File: config.mk
export PLATFORM = sky130hd
export DESIGN_NAME = pscl_regs
export DESIGN_NICKNAME = d
export VERILOG_FILES = /design/src/pscl_pkg.sv /design/src/pscl_sync.sv /design/src/pscl_mdix_decode.sv /design/src/pscl_regs.sv
export SDC_FILE = /design/constraint.sdc
export NUM_CORES = 1
export LEC_CHECK = 0
export BUFFER_PORTS_ARGS = -buffer_cell sky130_fd_sc_hd__buf_2
export CELL_PAD_IN_SITES_DETAIL_PLACEMENT = 0
export CELL_PAD_IN_SITES_GLOBAL_PLACEMENT = 2
export CORE_ASPECT_RATIO = 1.1
export CORE_UTILIZATION = 27
export CTS_CLUSTER_SIZE = 14
export DETAILED_ROUTE_END_ITERATION = 10
export HOLD_SLACK_MARGIN = 0.08
export PLACE_DENSITY = 0.94
export REMOVE_ABC_BUFFERS = 1
export SKIP_CTS_REPAIR_TIMING = 1
export SYNTH_ARGS = -nofsm -noshare
export SYNTH_HDL_FRONTEND = slang
export SYNTH_SLANG_ARGS = --single-unit
File: constraint.sdc
create_clock -name clock -period 3.3 [get_ports clock]
set_input_delay 0.495 -clock clock [delete_from_list [all_inputs] [get_ports clock]]
set_output_delay 0.495 -clock clock [all_outputs]
set_load 0.01 [all_outputs]
File: src/pscl_pkg.sv
// Shared constants and types for the port special control register slice
package pscl_pkg;

    ////////////////////////////////////////////////////////////////////////
    // Register indices and APB byte addresses (word per index)
    localparam int PSCL_ADDR_W = 12;
    localparam logic [7:0] PSCL_IDX_SPECIAL = 8'h1B;
    localparam logic [7:0] PSCL_IDX_CABLE = 8'h1C;
    localparam logic [PSCL_ADDR_W-1:0] PSCL_ADDR_SPECIAL =
        {2'h0, PSCL_IDX_SPECIAL, 2'h0};
    localparam logic [PSCL_ADDR_W-1:0] PSCL_ADDR_CABLE =
        {2'h0, PSCL_IDX_CABLE, 2'h0};

    ////////////////////////////////////////////////////////////////////////
    // Field positions in the special control word
    localparam int PSCL_XSRC_BIT = 15;
    localparam int PSCL_XEN_BIT = 14;
    localparam int PSCL_XSTATE_BIT = 13;
    localparam int PSCL_HB_BIT = 11;
    localparam int PSCL_FF_BIT = 5;
    localparam int PSCL_POL_BIT = 4;

    // Field position and width of the cable length estimate
    localparam int PSCL_CBL_LSB = 12;
    localparam int PSCL_CBL_W = 4;

    // Bits of the special word that hold state; all others read zero
    localparam logic [15:0] PSCL_SPECIAL_USED = 16'hE830;
    localparam logic [15:0] PSCL_CABLE_USED = 16'hF000;

    ////////////////////////////////////////////////////////////////////////
    // Reset values
    localparam logic PSCL_XSRC_RST = 1'b0;
    localparam logic PSCL_XEN_RST = 1'b0;
    localparam logic PSCL_XSTATE_RST = 1'b0;
    localparam logic PSCL_HB_RST = 1'b0;
    localparam logic PSCL_POL_RST = 1'b0;
    localparam logic [3:0] PSCL_CBL_RST = 4'h0;
    localparam logic [31:0] PSCL_RDATA_RST = 32'h0000_0000;

    // Width of the group of status inputs that cross in from the PHY
    localparam int PSCL_STAT_W = 9;

    ////////////////////////////////////////////////////////////////////////
    // Crossover modes driven to the PHY analog front end
    typedef enum logic [1:0]
    {
        PSCL_MDIX_STRAIGHT = 2'b00,
        PSCL_MDIX_CROSS = 2'b01,
        PSCL_MDIX_AUTO = 2'b10
    } pscl_mdix_t;

endpackage

File: src/pscl_sync.sv
// Two-stage synchroniser for a group of slow status levels
`timescale 1ns/1ns
module pscl_sync #(
    parameter int WIDTH = 1
)
(
    input wire logic clock,
    input wire logic clock_enable,
    input wire logic [WIDTH-1:0] async_in,
    output logic [WIDTH-1:0] sync_out
);

    ////////////////////////////////////////////////////////////////////////
    // One pair of flops per bit; no reset so straps are seen during reset
    genvar i;
    generate
        for (i = 0; i < WIDTH; i = i + 1)
        begin : g_bit
            logic stage1;
            logic stage2;
            // First stage feeds only the second stage
            always_ff @(posedge clock)
            begin
                if (clock_enable)
                begin
                    stage1 <= async_in[i];
                    stage2 <= stage1;
                end
            end
            assign sync_out[i] = stage2;
        end
    endgenerate

endmodule

File: src/pscl_mdix_decode.sv
// Decode of the crossover control bits into a crossover mode
`timescale 1ns/1ns
module pscl_mdix_decode
(
    input wire logic crossover_source_select,
    input wire logic crossover_auto_enable,
    input wire logic crossover_manual_state,
    output pscl_pkg::pscl_mdix_t mode,
    output logic reserved_combo
);

    ////////////////////////////////////////////////////////////////////////
    // Manual table; the reserved code falls back to automatic detection
    always_comb
    begin
        mode = pscl_pkg::PSCL_MDIX_AUTO;
        reserved_combo = 1'b0;
        if (crossover_source_select)
        begin
            unique case ({crossover_auto_enable, crossover_manual_state})
                2'b00: mode = pscl_pkg::PSCL_MDIX_STRAIGHT;
                2'b01: mode = pscl_pkg::PSCL_MDIX_CROSS;
                2'b10: mode = pscl_pkg::PSCL_MDIX_AUTO;
                2'b11: reserved_combo = 1'b1; // Safest: keep auto
            endcase
        end
    end

endmodule

File: src/pscl_regs.sv
// Port special control and cable length registers behind an APB slave
//
// Contract
// - source bit 0 auto, 1 follows bits 14/13
// - manual table: straight, crossover, automatic
// - bit 11 one disables heartbeat, resets 0
// - bit 5 enables far-end fault signalling
// - far-end fault resets to fiber strap value
// - bit 4 shows 10BASE-T polarity, resets 0
// - crossover and heartbeat bits survive soft reset
// - cable bits 15:12 show estimate, reset zero
// - estimate only on healthy linked 100BASE-TX
//
// Design decision made here: the APB slave port.
`timescale 1ns/1ns
module pscl_regs
(
    input wire logic clock,
    input wire logic reset,
    input wire logic clock_enable,
    input wire logic port_soft_reset,
    input wire logic psel,
    input wire logic penable,
    input wire logic pwrite,
    input wire logic [11:0] paddr,
    input wire logic [31:0] pwdata,
    input wire logic [3:0] pstrb,
    output logic [31:0] prdata,
    output logic pready,
    output logic pslverr,
    input wire logic fx_mode,
    input wire logic rx_polarity_reversed,
    input wire logic link_up,
    input wire logic speed_100tx,
    input wire logic cable_fault,
    input wire logic [3:0] cable_length_raw,
    output pscl_pkg::pscl_mdix_t crossover_mode,
    output logic heartbeat_test_active,
    output logic far_fault_signalling,
    output logic crossover_reserved
);

    ////////////////////////////////////////////////////////////////////////
    // Register state
    logic crossover_source_select;
    logic crossover_auto_enable;
    logic crossover_manual_state;
    logic heartbeat_test_disable;
    logic far_fault_enable;
    logic tenbase_polarity_flag;
    logic [3:0] cable_length_estimate;

    ////////////////////////////////////////////////////////////////////////
    // Status levels from the PHY core cross in through two flops
    logic [8:0] stat_raw;
    logic [8:0] stat_s;
    logic fx_mode_s;
    logic pol_s;
    logic link_s;
    logic speed_s;
    logic fault_s;
    logic [3:0] raw_len_s;

    assign stat_raw = {cable_length_raw, cable_fault, speed_100tx, link_up,
                       rx_polarity_reversed, fx_mode};

    pscl_sync #(
        .WIDTH(pscl_pkg::PSCL_STAT_W)
    ) u_sync (
        .clock(clock),
        .clock_enable(clock_enable),
        .async_in(stat_raw),
        .sync_out(stat_s)
    );

    assign fx_mode_s = stat_s[0];
    assign pol_s = stat_s[1];
    assign link_s = stat_s[2];
    assign speed_s = stat_s[3];
    assign fault_s = stat_s[4];
    assign raw_len_s = stat_s[8:5];

    ////////////////////////////////////////////////////////////////////////
    // APB decode; one wait state so read data can come from a flop
    logic access_phase;
    logic hit_special;
    logic hit_cable;
    logic hit_any;
    logic wr_fire;
    logic wr_special_hi;
    logic wr_special_lo;
    logic next_pready;

    assign access_phase = psel & penable;
    assign hit_special = (paddr == pscl_pkg::PSCL_ADDR_SPECIAL);
    assign hit_cable = (paddr == pscl_pkg::PSCL_ADDR_CABLE);
    assign hit_any = hit_special | hit_cable;
    assign wr_fire = access_phase & pready & pwrite;
    assign wr_special_hi = wr_fire & hit_special & pstrb[1];
    assign wr_special_lo = wr_fire & hit_special & pstrb[0];
    assign next_pready = access_phase & ~pready;

    // Read words; reserved and pattern bits always read zero
    logic [15:0] special_word;
    logic [15:0] cable_word;
    logic [31:0] next_prdata;

    assign special_word = {crossover_source_select, crossover_auto_enable,
                           crossover_manual_state, 1'b0,
                           heartbeat_test_disable, 5'h00,
                           far_fault_enable, tenbase_polarity_flag,
                           4'h0};
    assign cable_word = {cable_length_estimate, 12'h000};
    assign next_prdata = hit_special ? {16'h0000, special_word} :
                         hit_cable ? {16'h0000, cable_word} :
                         pscl_pkg::PSCL_RDATA_RST;

    ////////////////////////////////////////////////////////////////////////
    // Bus answer flops; reset wins over a frozen clock enable
    always_ff @(posedge clock)
    begin
        if (reset)
        begin
            pready <= 1'b0;
            pslverr <= 1'b0;
            prdata <= pscl_pkg::PSCL_RDATA_RST;
        end
        else if (clock_enable)
        begin
            pready <= next_pready;
            pslverr <= next_pready & ~hit_any;
            prdata <= (next_pready & ~pwrite) ? next_prdata :
                      pscl_pkg::PSCL_RDATA_RST;
        end
    end

    ////////////////////////////////////////////////////////////////////////
    // Crossover and heartbeat bits: cleared only by the chip-level reset
    always_ff @(posedge clock)
    begin
        if (reset)
        begin
            crossover_source_select <= pscl_pkg::PSCL_XSRC_RST;
            crossover_auto_enable <= pscl_pkg::PSCL_XEN_RST;
            crossover_manual_state <= pscl_pkg::PSCL_XSTATE_RST;
            heartbeat_test_disable <= pscl_pkg::PSCL_HB_RST;
        end
        else if (clock_enable && wr_special_hi)
        begin
            // Soft reset is deliberately ignored here
            crossover_source_select <= pwdata[pscl_pkg::PSCL_XSRC_BIT];
            crossover_auto_enable <= pwdata[pscl_pkg::PSCL_XEN_BIT];
            crossover_manual_state <= pwdata[pscl_pkg::PSCL_XSTATE_BIT];
            heartbeat_test_disable <= pwdata[pscl_pkg::PSCL_HB_BIT];
        end
    end

    ////////////////////////////////////////////////////////////////////////
    // Far-end fault enable: strap default on either reset, soft one wins
    always_ff @(posedge clock)
    begin
        if (reset)
        begin
            far_fault_enable <= fx_mode_s;
        end
        else if (clock_enable)
        begin
            if (port_soft_reset)
            begin
                far_fault_enable <= fx_mode_s;
            end
            else if (wr_special_lo)
            begin
                far_fault_enable <= pwdata[pscl_pkg::PSCL_FF_BIT];
            end
        end
    end

    ////////////////////////////////////////////////////////////////////////
    // Status capture; estimate is forced to zero unless a fault-free 100BASE-TX link is up
    logic cable_qualified;
    logic [3:0] next_cable_length;

    assign cable_qualified = link_s & speed_s & ~fault_s;
    assign next_cable_length = cable_qualified ? raw_len_s :
                               pscl_pkg::PSCL_CBL_RST;

    always_ff @(posedge clock)
    begin
        if (reset || (clock_enable && port_soft_reset))
        begin
            tenbase_polarity_flag <= pscl_pkg::PSCL_POL_RST;
            cable_length_estimate <= pscl_pkg::PSCL_CBL_RST;
        end
        else if (clock_enable)
        begin
            tenbase_polarity_flag <= pol_s;
            cable_length_estimate <= next_cable_length;
        end
    end

    ////////////////////////////////////////////////////////////////////////
    // Crossover mode decode, registered before leaving the block
    pscl_pkg::pscl_mdix_t next_mode;
    logic next_reserved;

    pscl_mdix_decode u_decode (
        .crossover_source_select(crossover_source_select),
        .crossover_auto_enable(crossover_auto_enable),
        .crossover_manual_state(crossover_manual_state),
        .mode(next_mode),
        .reserved_combo(next_reserved)
    );

    // Outputs lag the register bits by one cycle
    always_ff @(posedge clock)
    begin
        if (reset)
        begin
            crossover_mode <= pscl_pkg::PSCL_MDIX_AUTO;
            heartbeat_test_active <= 1'b1;
            far_fault_signalling <= 1'b0;
            crossover_reserved <= 1'b0;
        end
        else if (clock_enable)
        begin
            crossover_mode <= next_mode;
            heartbeat_test_active <= ~heartbeat_test_disable;
            far_fault_signalling <= far_fault_enable;
            crossover_reserved <= next_reserved;
        end
    end
endmodule

==> results_dict.tcl, run 1 <==
set metrics [dict create \
    grtUsageMet1 0.108 \
    postSynthAreaPerCell_um2 11.3 \
    maxCapViolCount 0 \
    fin_crit_sh 0.560 \
    rrSetupSlack_ps 1770 \
    place_congestion 0.763 \
    cts_buffers 5 \
    grt_pass1_vias 1133 \
    drc 0 \
    max_slew_margin 0.632 \
    fin_setup_tns_ps 0 \
    path_cells "buf_2 > or4_4 > nor4_2 > nand3_1 > nand2_1" \
    min_path_type "in -> reg" \
    ys_ff_latch 42 \
    clockRootBuffer "clkbuf_8" \
    fin_worst_skew_ps 5.98 \
    cp.arrival_ps 1850 \
    fmax_mhz 541 \
    core_region_area_um2 6230 \
    synthArstFlopShare 0 \
    synth_warnings 0 \
    clockBufferDepth 2 \
    tightestPinTransition_ps 547 \
    worst-path-buf-inv 1 \
    busiest_layer "met2" \
    leakage_nw 0.880 \
    slowest_delay_ps 550 \
    wl_per_cell_um 11.0 \
    path_depth 5 \
    drive_gt1_frac 0.317 \
    layout.nets 271 \
    hold_viol_final 0 \
    end_kind "flop" \
    die_w_um 79.1 \
    die_area_um2 6870 \
    critical_path_class "in -> reg" \
    crit_family "simple AND/OR/NAND/NOR gates" \
    grt_max_degree 39 \
    grt_pass1_wl_um 5130 \
    dieHeight_um 86.8 \
    synth_ff_type "dfxtp_1" \
    initial_core_util 0.284 \
    status "finished, final reports clean" \
    synth_area_um2 1770 \
    ys_seq_area_frac 0.584 \
    insertion_delay_ps 290 \
    std_cell_rows 30 \
    grtUsageMet3 0.0337 \
    peakVddDrop_mv 0.275 \
    use_met2 0.180 \
    worstSetupStartpointType "input pin" \
    clk_pin_slew_ps 70 \
    wl_um 3170 \
    synth.distinct_cells 32 \
    totalPowerFinal_w 0.00110 \
    rsz0062_at_grt "false" \
    required_ps 3300 \
    drtAntennaViolNets 0 \
    num_antenna_cells 0 \
    grtUsageTotal 0.0998 \
    area_growth_syn_to_layout_pct 20.8 \
    r2r_cells 3 \
    reg2reg_from "pready" \
    p_per_area_nw_per_um2 516 \
    fin_util 0.343 \
    timing.rr.end "prdata[12]" \
    first_pass_iters 4 \
    drv_slew 0 \
    via_count 1204 \
    period_needed_ps 1850 \
    hold_ws_ps 382 \
    htree_levels 2 \
    crit_start "paddr[9]" \
    grt.overflow.total 0 \
    cts.sinks 42 \
    port_buffers 48 \
    crit_path_max_fanout 5 \
    antenna_found_initial 0 \
    crit_path_top_delay_cell "or4_4" \
    synth_edf_count 19 \
    synthCells 156 \
    crit_path_end "far_fault_enable" \
    cts_tree "built" \
    drt-vias-per-instance 4.18 \
    dr.first_iter.drc_count 47 \
    io-pin-count 103 \
    dp_hpwl_um 2340 \
    setup_viol 0 \
]
[how the worst min path moves through the flow]
stage	startpoint	endpoint	slack [ps]	cells after the start
after global routing	speed_100tx	u_sync.g_bit[3].stage1	370	1
final	cable_length_raw[1]	u_sync.g_bit[6].stage1	380	1
after CTS	cable_length_raw[3]	u_sync.g_bit[8].stage1	370	1
after global placement	u_sync.g_bit[0].stage1	u_sync.g_bit[0].stage2	400	0
after floorplan	u_sync.g_bit[0].stage1	u_sync.g_bit[0].stage2	400	0
after detailed placement	u_sync.g_bit[4].stage1	u_sync.g_bit[4].stage2	400	0
[per-layer routing]
layer	vias to the layer above	routed length, um
li1	619	-
met4	0	32
met3	5	223
met1	538	1310
met5	-	0
met2	42	1600
[placed cells by master, fill, tap and decap left out]
cell type,netlist,routed
buf_2,0,48
conb_1,1,25
dfxtp_1,23,23
edfxtp_1,19,19
a21oi_1,14,14
nor2_1,11,11
o21ai_0,5,5
nand4_1,5,5
nor2b_1,5,5
clkbuf_8,0,5
nand3_1,4,4
nand2_1,4,4
nand2b_1,4,4
a22o_1,4,4
nand3b_1,3,3
a32o_1,3,3
a21o_1,3,3
or2_2,2,2
or4_4,2,2
mux2_2,2,2
or3_1,2,2
nor4_1,2,2
bufinv_16,0,2
nor4_2,1,1
inv_1,1,1
nor3_1,1,1
mux2i_1,1,1
or4_1,1,1
nor3_2,1,1
nor2_4,1,1
or3b_2,1,1
o41ai_1,1,1
clkinv_1,0,1
buf_4,25,1
[Yosys cell counts (2+ instances only)]
cell      instances  area [um^2]
edfxtp_1         19          571
nand3b_1          3         22.5
a21oi_1          14         70.1
nand4_1           5         31.3
a32o_1            3         30.0
a21o_1            3         22.5
nand3_1           4         20.0
o21ai_0           5         25.0
buf_4            25          188
or3_1             2         12.5
clkbuf_1          3         11.3
nand2b_1          4         25.0
nor2_1           11         41.3
or2_2             2         12.5
a22o_1            4         35.0
or4_4             2         22.5
mux2_2            2         22.5
nand2_1           4         15.0
nor4_1            2         12.5
dfxtp_1          23          460
nor2b_1           5         31.3
[per-stage QoR]
step,instance area (um^2),setup WS (ps),instances
CTS,2130,1430,288
floorplan,1650,1350,151
global route,2130,1360,288
finish,2130,1450,288
global placement,2000,1130,280
detailed placement,2000,1120,280
[where the power goes]
part / leakage (nW) / total [W] / switching, W / internal, W
registers: 0.372 / 0.000572 / 0.00000573 / 0.000566
logic: 0.443 / 0.0000656 / 0.0000415 / 0.0000241
clock network: 0.0658 / 0.000463 / 0.000164 / 0.000299
[worst reg2reg max path, delay by kind of cell, from the launching register on]
family / cells / cell delay, ps
and+or+nand+nor: 2 / 970
DFF: 1 / 350
AOI/OAI and AO/OA: 1 / 170
[layout make-up]
class	instances	area, um^2
clock inverters	3	63.8
flip-flops and latches	42	1030
well taps	80	100
inverters	1	3.75
repair buffers	49	248
fillers	661	4100
clock buffers	5	68.8
multi-input cells	108	619
[kinds of logic (layout without fill, tap and decap cells)]
kind of cell	Yosys count	in the layout	share of synthesized area
simple gates	50	50	0.171
flops	42	42	0.584
compound gates	30	30	0.108
buf+inv	30	58	0.117
mux	3	3	0.0184
other cells	1	25	0.00212
[sequential cells by signal, summed over array words and instances, names as in the netlist, 2 cells and up]
register / flops
u_sync.g_bit.stage1: 9
u_sync.g_bit.stage2: 9
prdata: 7
cable_length_estimate: 4
crossover_mode: 2
Power figures use the tool's default switching activity.
==> run 2: changes to the inputs <==
--- a/config.mk
+++ b/config.mk
@@ -5,15 +5,16 @@
 export SDC_FILE = /design/constraint.sdc
 export NUM_CORES = 1
 export LEC_CHECK = 0
+export ABC_AREA = 1
 export BUFFER_PORTS_ARGS = -buffer_cell sky130_fd_sc_hd__buf_2
 export CELL_PAD_IN_SITES_DETAIL_PLACEMENT = 0
 export CELL_PAD_IN_SITES_GLOBAL_PLACEMENT = 2
 export CORE_ASPECT_RATIO = 1.1
-export CORE_UTILIZATION = 27
+export CORE_UTILIZATION = 24
 export CTS_CLUSTER_SIZE = 14
 export DETAILED_ROUTE_END_ITERATION = 10
 export HOLD_SLACK_MARGIN = 0.08
-export PLACE_DENSITY = 0.94
+export PLACE_DENSITY = 0.88
 export REMOVE_ABC_BUFFERS = 1
 export SKIP_CTS_REPAIR_TIMING = 1
 export SYNTH_ARGS = -nofsm -noshare
==> constraint.sdc (replaced) <==
create_clock -name clock -period 1.8 [get_ports clock]
set_input_delay 0.27 -clock clock [delete_from_list [all_inputs] [get_ports clock]]
set_output_delay 0.27 -clock clock [all_outputs]
set_load 0.01 [all_outputs]
==> run 2 against run 1 <==
Effect of this change: synthesized area grew 4.8%; synthesized cell count up 29%; via count increased by 9.2%; critical path type is now reg -> reg; worst hold slack worse by 230 ps; core utilization is 4.0 points lower; cell count rose by 25%; total power up 87%; global-route usage is 0.88 points lower; critical path depth up 1; register-to-register slack worse by 1200 ps.
==> results_dict.tcl, run 2 <==
set metrics [dict create \
    status "finished, final reports clean" \
    critical_path_class "reg -> reg" \
    grt.overflow.total 0 \
    dp_hpwl_um 2780 \
    synthArstFlopShare 0 \
    fin_crit_sh 0.681 \
    crit_path_max_fanout 4 \
    drive_gt1_frac 0.277 \
    first_pass_iters 4 \
    die_w_um 85.8 \
    final_cell_area_um2 2260 \
    cts_tree "built" \
    grt_max_degree 24 \
    hold_viol_final 0 \
    port_buffers 48 \
    cts.sinks 42 \
    wl_per_cell_um 9.74 \
    fmax_mhz 815 \
    htree_levels 2 \
    required_ps 2040 \
    synth_warnings 0 \
    fin_ws_ps 574 \
    ys_seq_area_frac 0.557 \
    synth_area_leaders "edfxtp_1, dfxtp_1, buf_4, nand2_1, nor2_1" \
    layout.nets 319 \
    end_kind "flop" \
    grtUsageTotal 0.0910 \
    final_common_cell "buf_2" \
    io-pin-count 103 \
    drv_slew 0 \
    min_path_type "in -> reg" \
    grt_pass1_vias 1165 \
    drt-vias-per-instance 3.64 \
    synth.distinct_cells 27 \
    ys_ff_latch 42 \
    p_per_area_nw_per_um2 911 \
    peakVddDrop_mv 0.509 \
    cp.arrival_ps 1470 \
    setup_viol 0 \
    layout_common_cells "buf_2, nand2_1, conb_1" \
    die_area_um2 8070 \
    place_congestion 0.768 \
    drtAntennaViolNets 0 \
    maxCapViolCount 0 \
    yosys.area.top_type "edfxtp_1" \
    clockRootBuffer "clkbuf_8" \
    area_growth_syn_to_layout_pct 22.1 \
    dr.first_iter.drc_count 26 \
    drc 0 \
    grt_pass1_wl_um 5490 \
    fin_worst_skew_ps 7.63 \
    postSynthAreaPerCell_um2 9.21 \
    worstSetupStartpointType "flop" \
    synth_most_common_cell "nand2_1" \
    fin_util 0.303 \
    std_cell_rows 33 \
    period_needed_ps 1230 \
    cts_buffers 5 \
    n_fill_cell 794 \
    insertion_delay_ps 290 \
    rsz0062_at_grt "false" \
    via_count 1315 \
    clk_pin_slew_ps 80 \
    wl_um 3520 \
    synth.top_cell.area_share 0.308 \
    dpl_cell_area_um2 2130 \
    dieHeight_um 94.1 \
    clockBufferDepth 2 \
    leakage_nw 1.02 \
    synthCells 201 \
    synth_area_um2 1850 \
    synth_ff_type "dfxtp_1" \
    antenna_found_initial 0 \
    fin_setup_tns_ps 0 \
    core_region_area_um2 7470 \
    initial_core_util 0.248 \
    reg_top3 "u_sync.g_bit.stage1 x9, u_sync.g_bit.stage2 x9, prdata x7" \
    dp_slack_ps 406 \
    ys_top_cells_by_count "nand2_1, buf_4, nor2_1, dfxtp_1, edfxtp_1" \
    synth_edf_count 19 \
    num_antenna_cells 0 \
]
==> run 2: logic make-up (layout without fill, tap and decap cells) <==
logic type	after synthesis	count (layout)	synth area share
AOI/OAI and AO/OA	16	16	0.0500
buffers and inverters	46	77	0.147
DFF	42	42	0.557
muxes	1	1	0.00608
other	1	25	0.00203
and+or+nand+nor	95	95	0.239
==> run 2: power breakdown <==
group	internal (W)	total [W]	leakage, nW	switching (W)
logic	0.0000480	0.000138	0.578	0.0000902
registers	0.00104	0.00105	0.372	0.0000123
clock network	0.000549	0.000869	0.0658	0.000320
==> run 2: layer usage <==
metal | up-vias | wire length, um | GRT usage
met4 | 0 | 35 | 0.0292
met5 | - | 0 | 0
li1 | 705 | - | -
met3 | 4 | 235 | 0.0343
met2 | 45 | 1630 | 0.152
met1 | 561 | 1620 | 0.108
==> run 2: critical path, stage by stage (launching register included) <==
cell and delay (ps):
dfxtp_1 360, inv_2 80, nand2_2 50, nor3_2 270, nand3_1 140, or2_0 220
nand2_1 60
==> run 2: per-stage QoR <==
step / hold slack, ps / power [W] / std cells
after global placement: 403 / 0.00121 / 353
after global routing: 135 / 0.00214 / 361
after CTS: 146 / 0.00208 / 361
final: 154 / 0.00206 / 361
after detailed placement: 405 / 0.00121 / 353
after floorplan: 369 / 0.00114 / 198
==> run 2: layout make-up <==
class | count | area (um^2) | share of cell area
Inverter | 19 | 71.3 | 0.0315
Tap cell | 105 | 131 | 0.0581
Clock buffer | 5 | 68.8 | 0.0304
Sequential cell | 42 | 1030 | 0.456
Timing Repair Buffer | 50 | 255 | 0.113
Clock inverter | 3 | 63.8 | 0.0282
Multi-Input combinational cell | 137 | 639 | 0.283
==> run 2: final timing paths <==
check / start / to / slack, ps / cells past startpoint
worst max register to register: pready / prdata[13] / 570 / 6
worst min register to register: u_sync.g_bit[5].stage1 / u_sync.g_bit[5].stage2 / 420 / 0
worst max-delay path: pready / prdata[13] / 570 / 6
worst min-delay path: cable_length_raw[2] / u_sync.g_bit[7].stage1 / 150 / 1
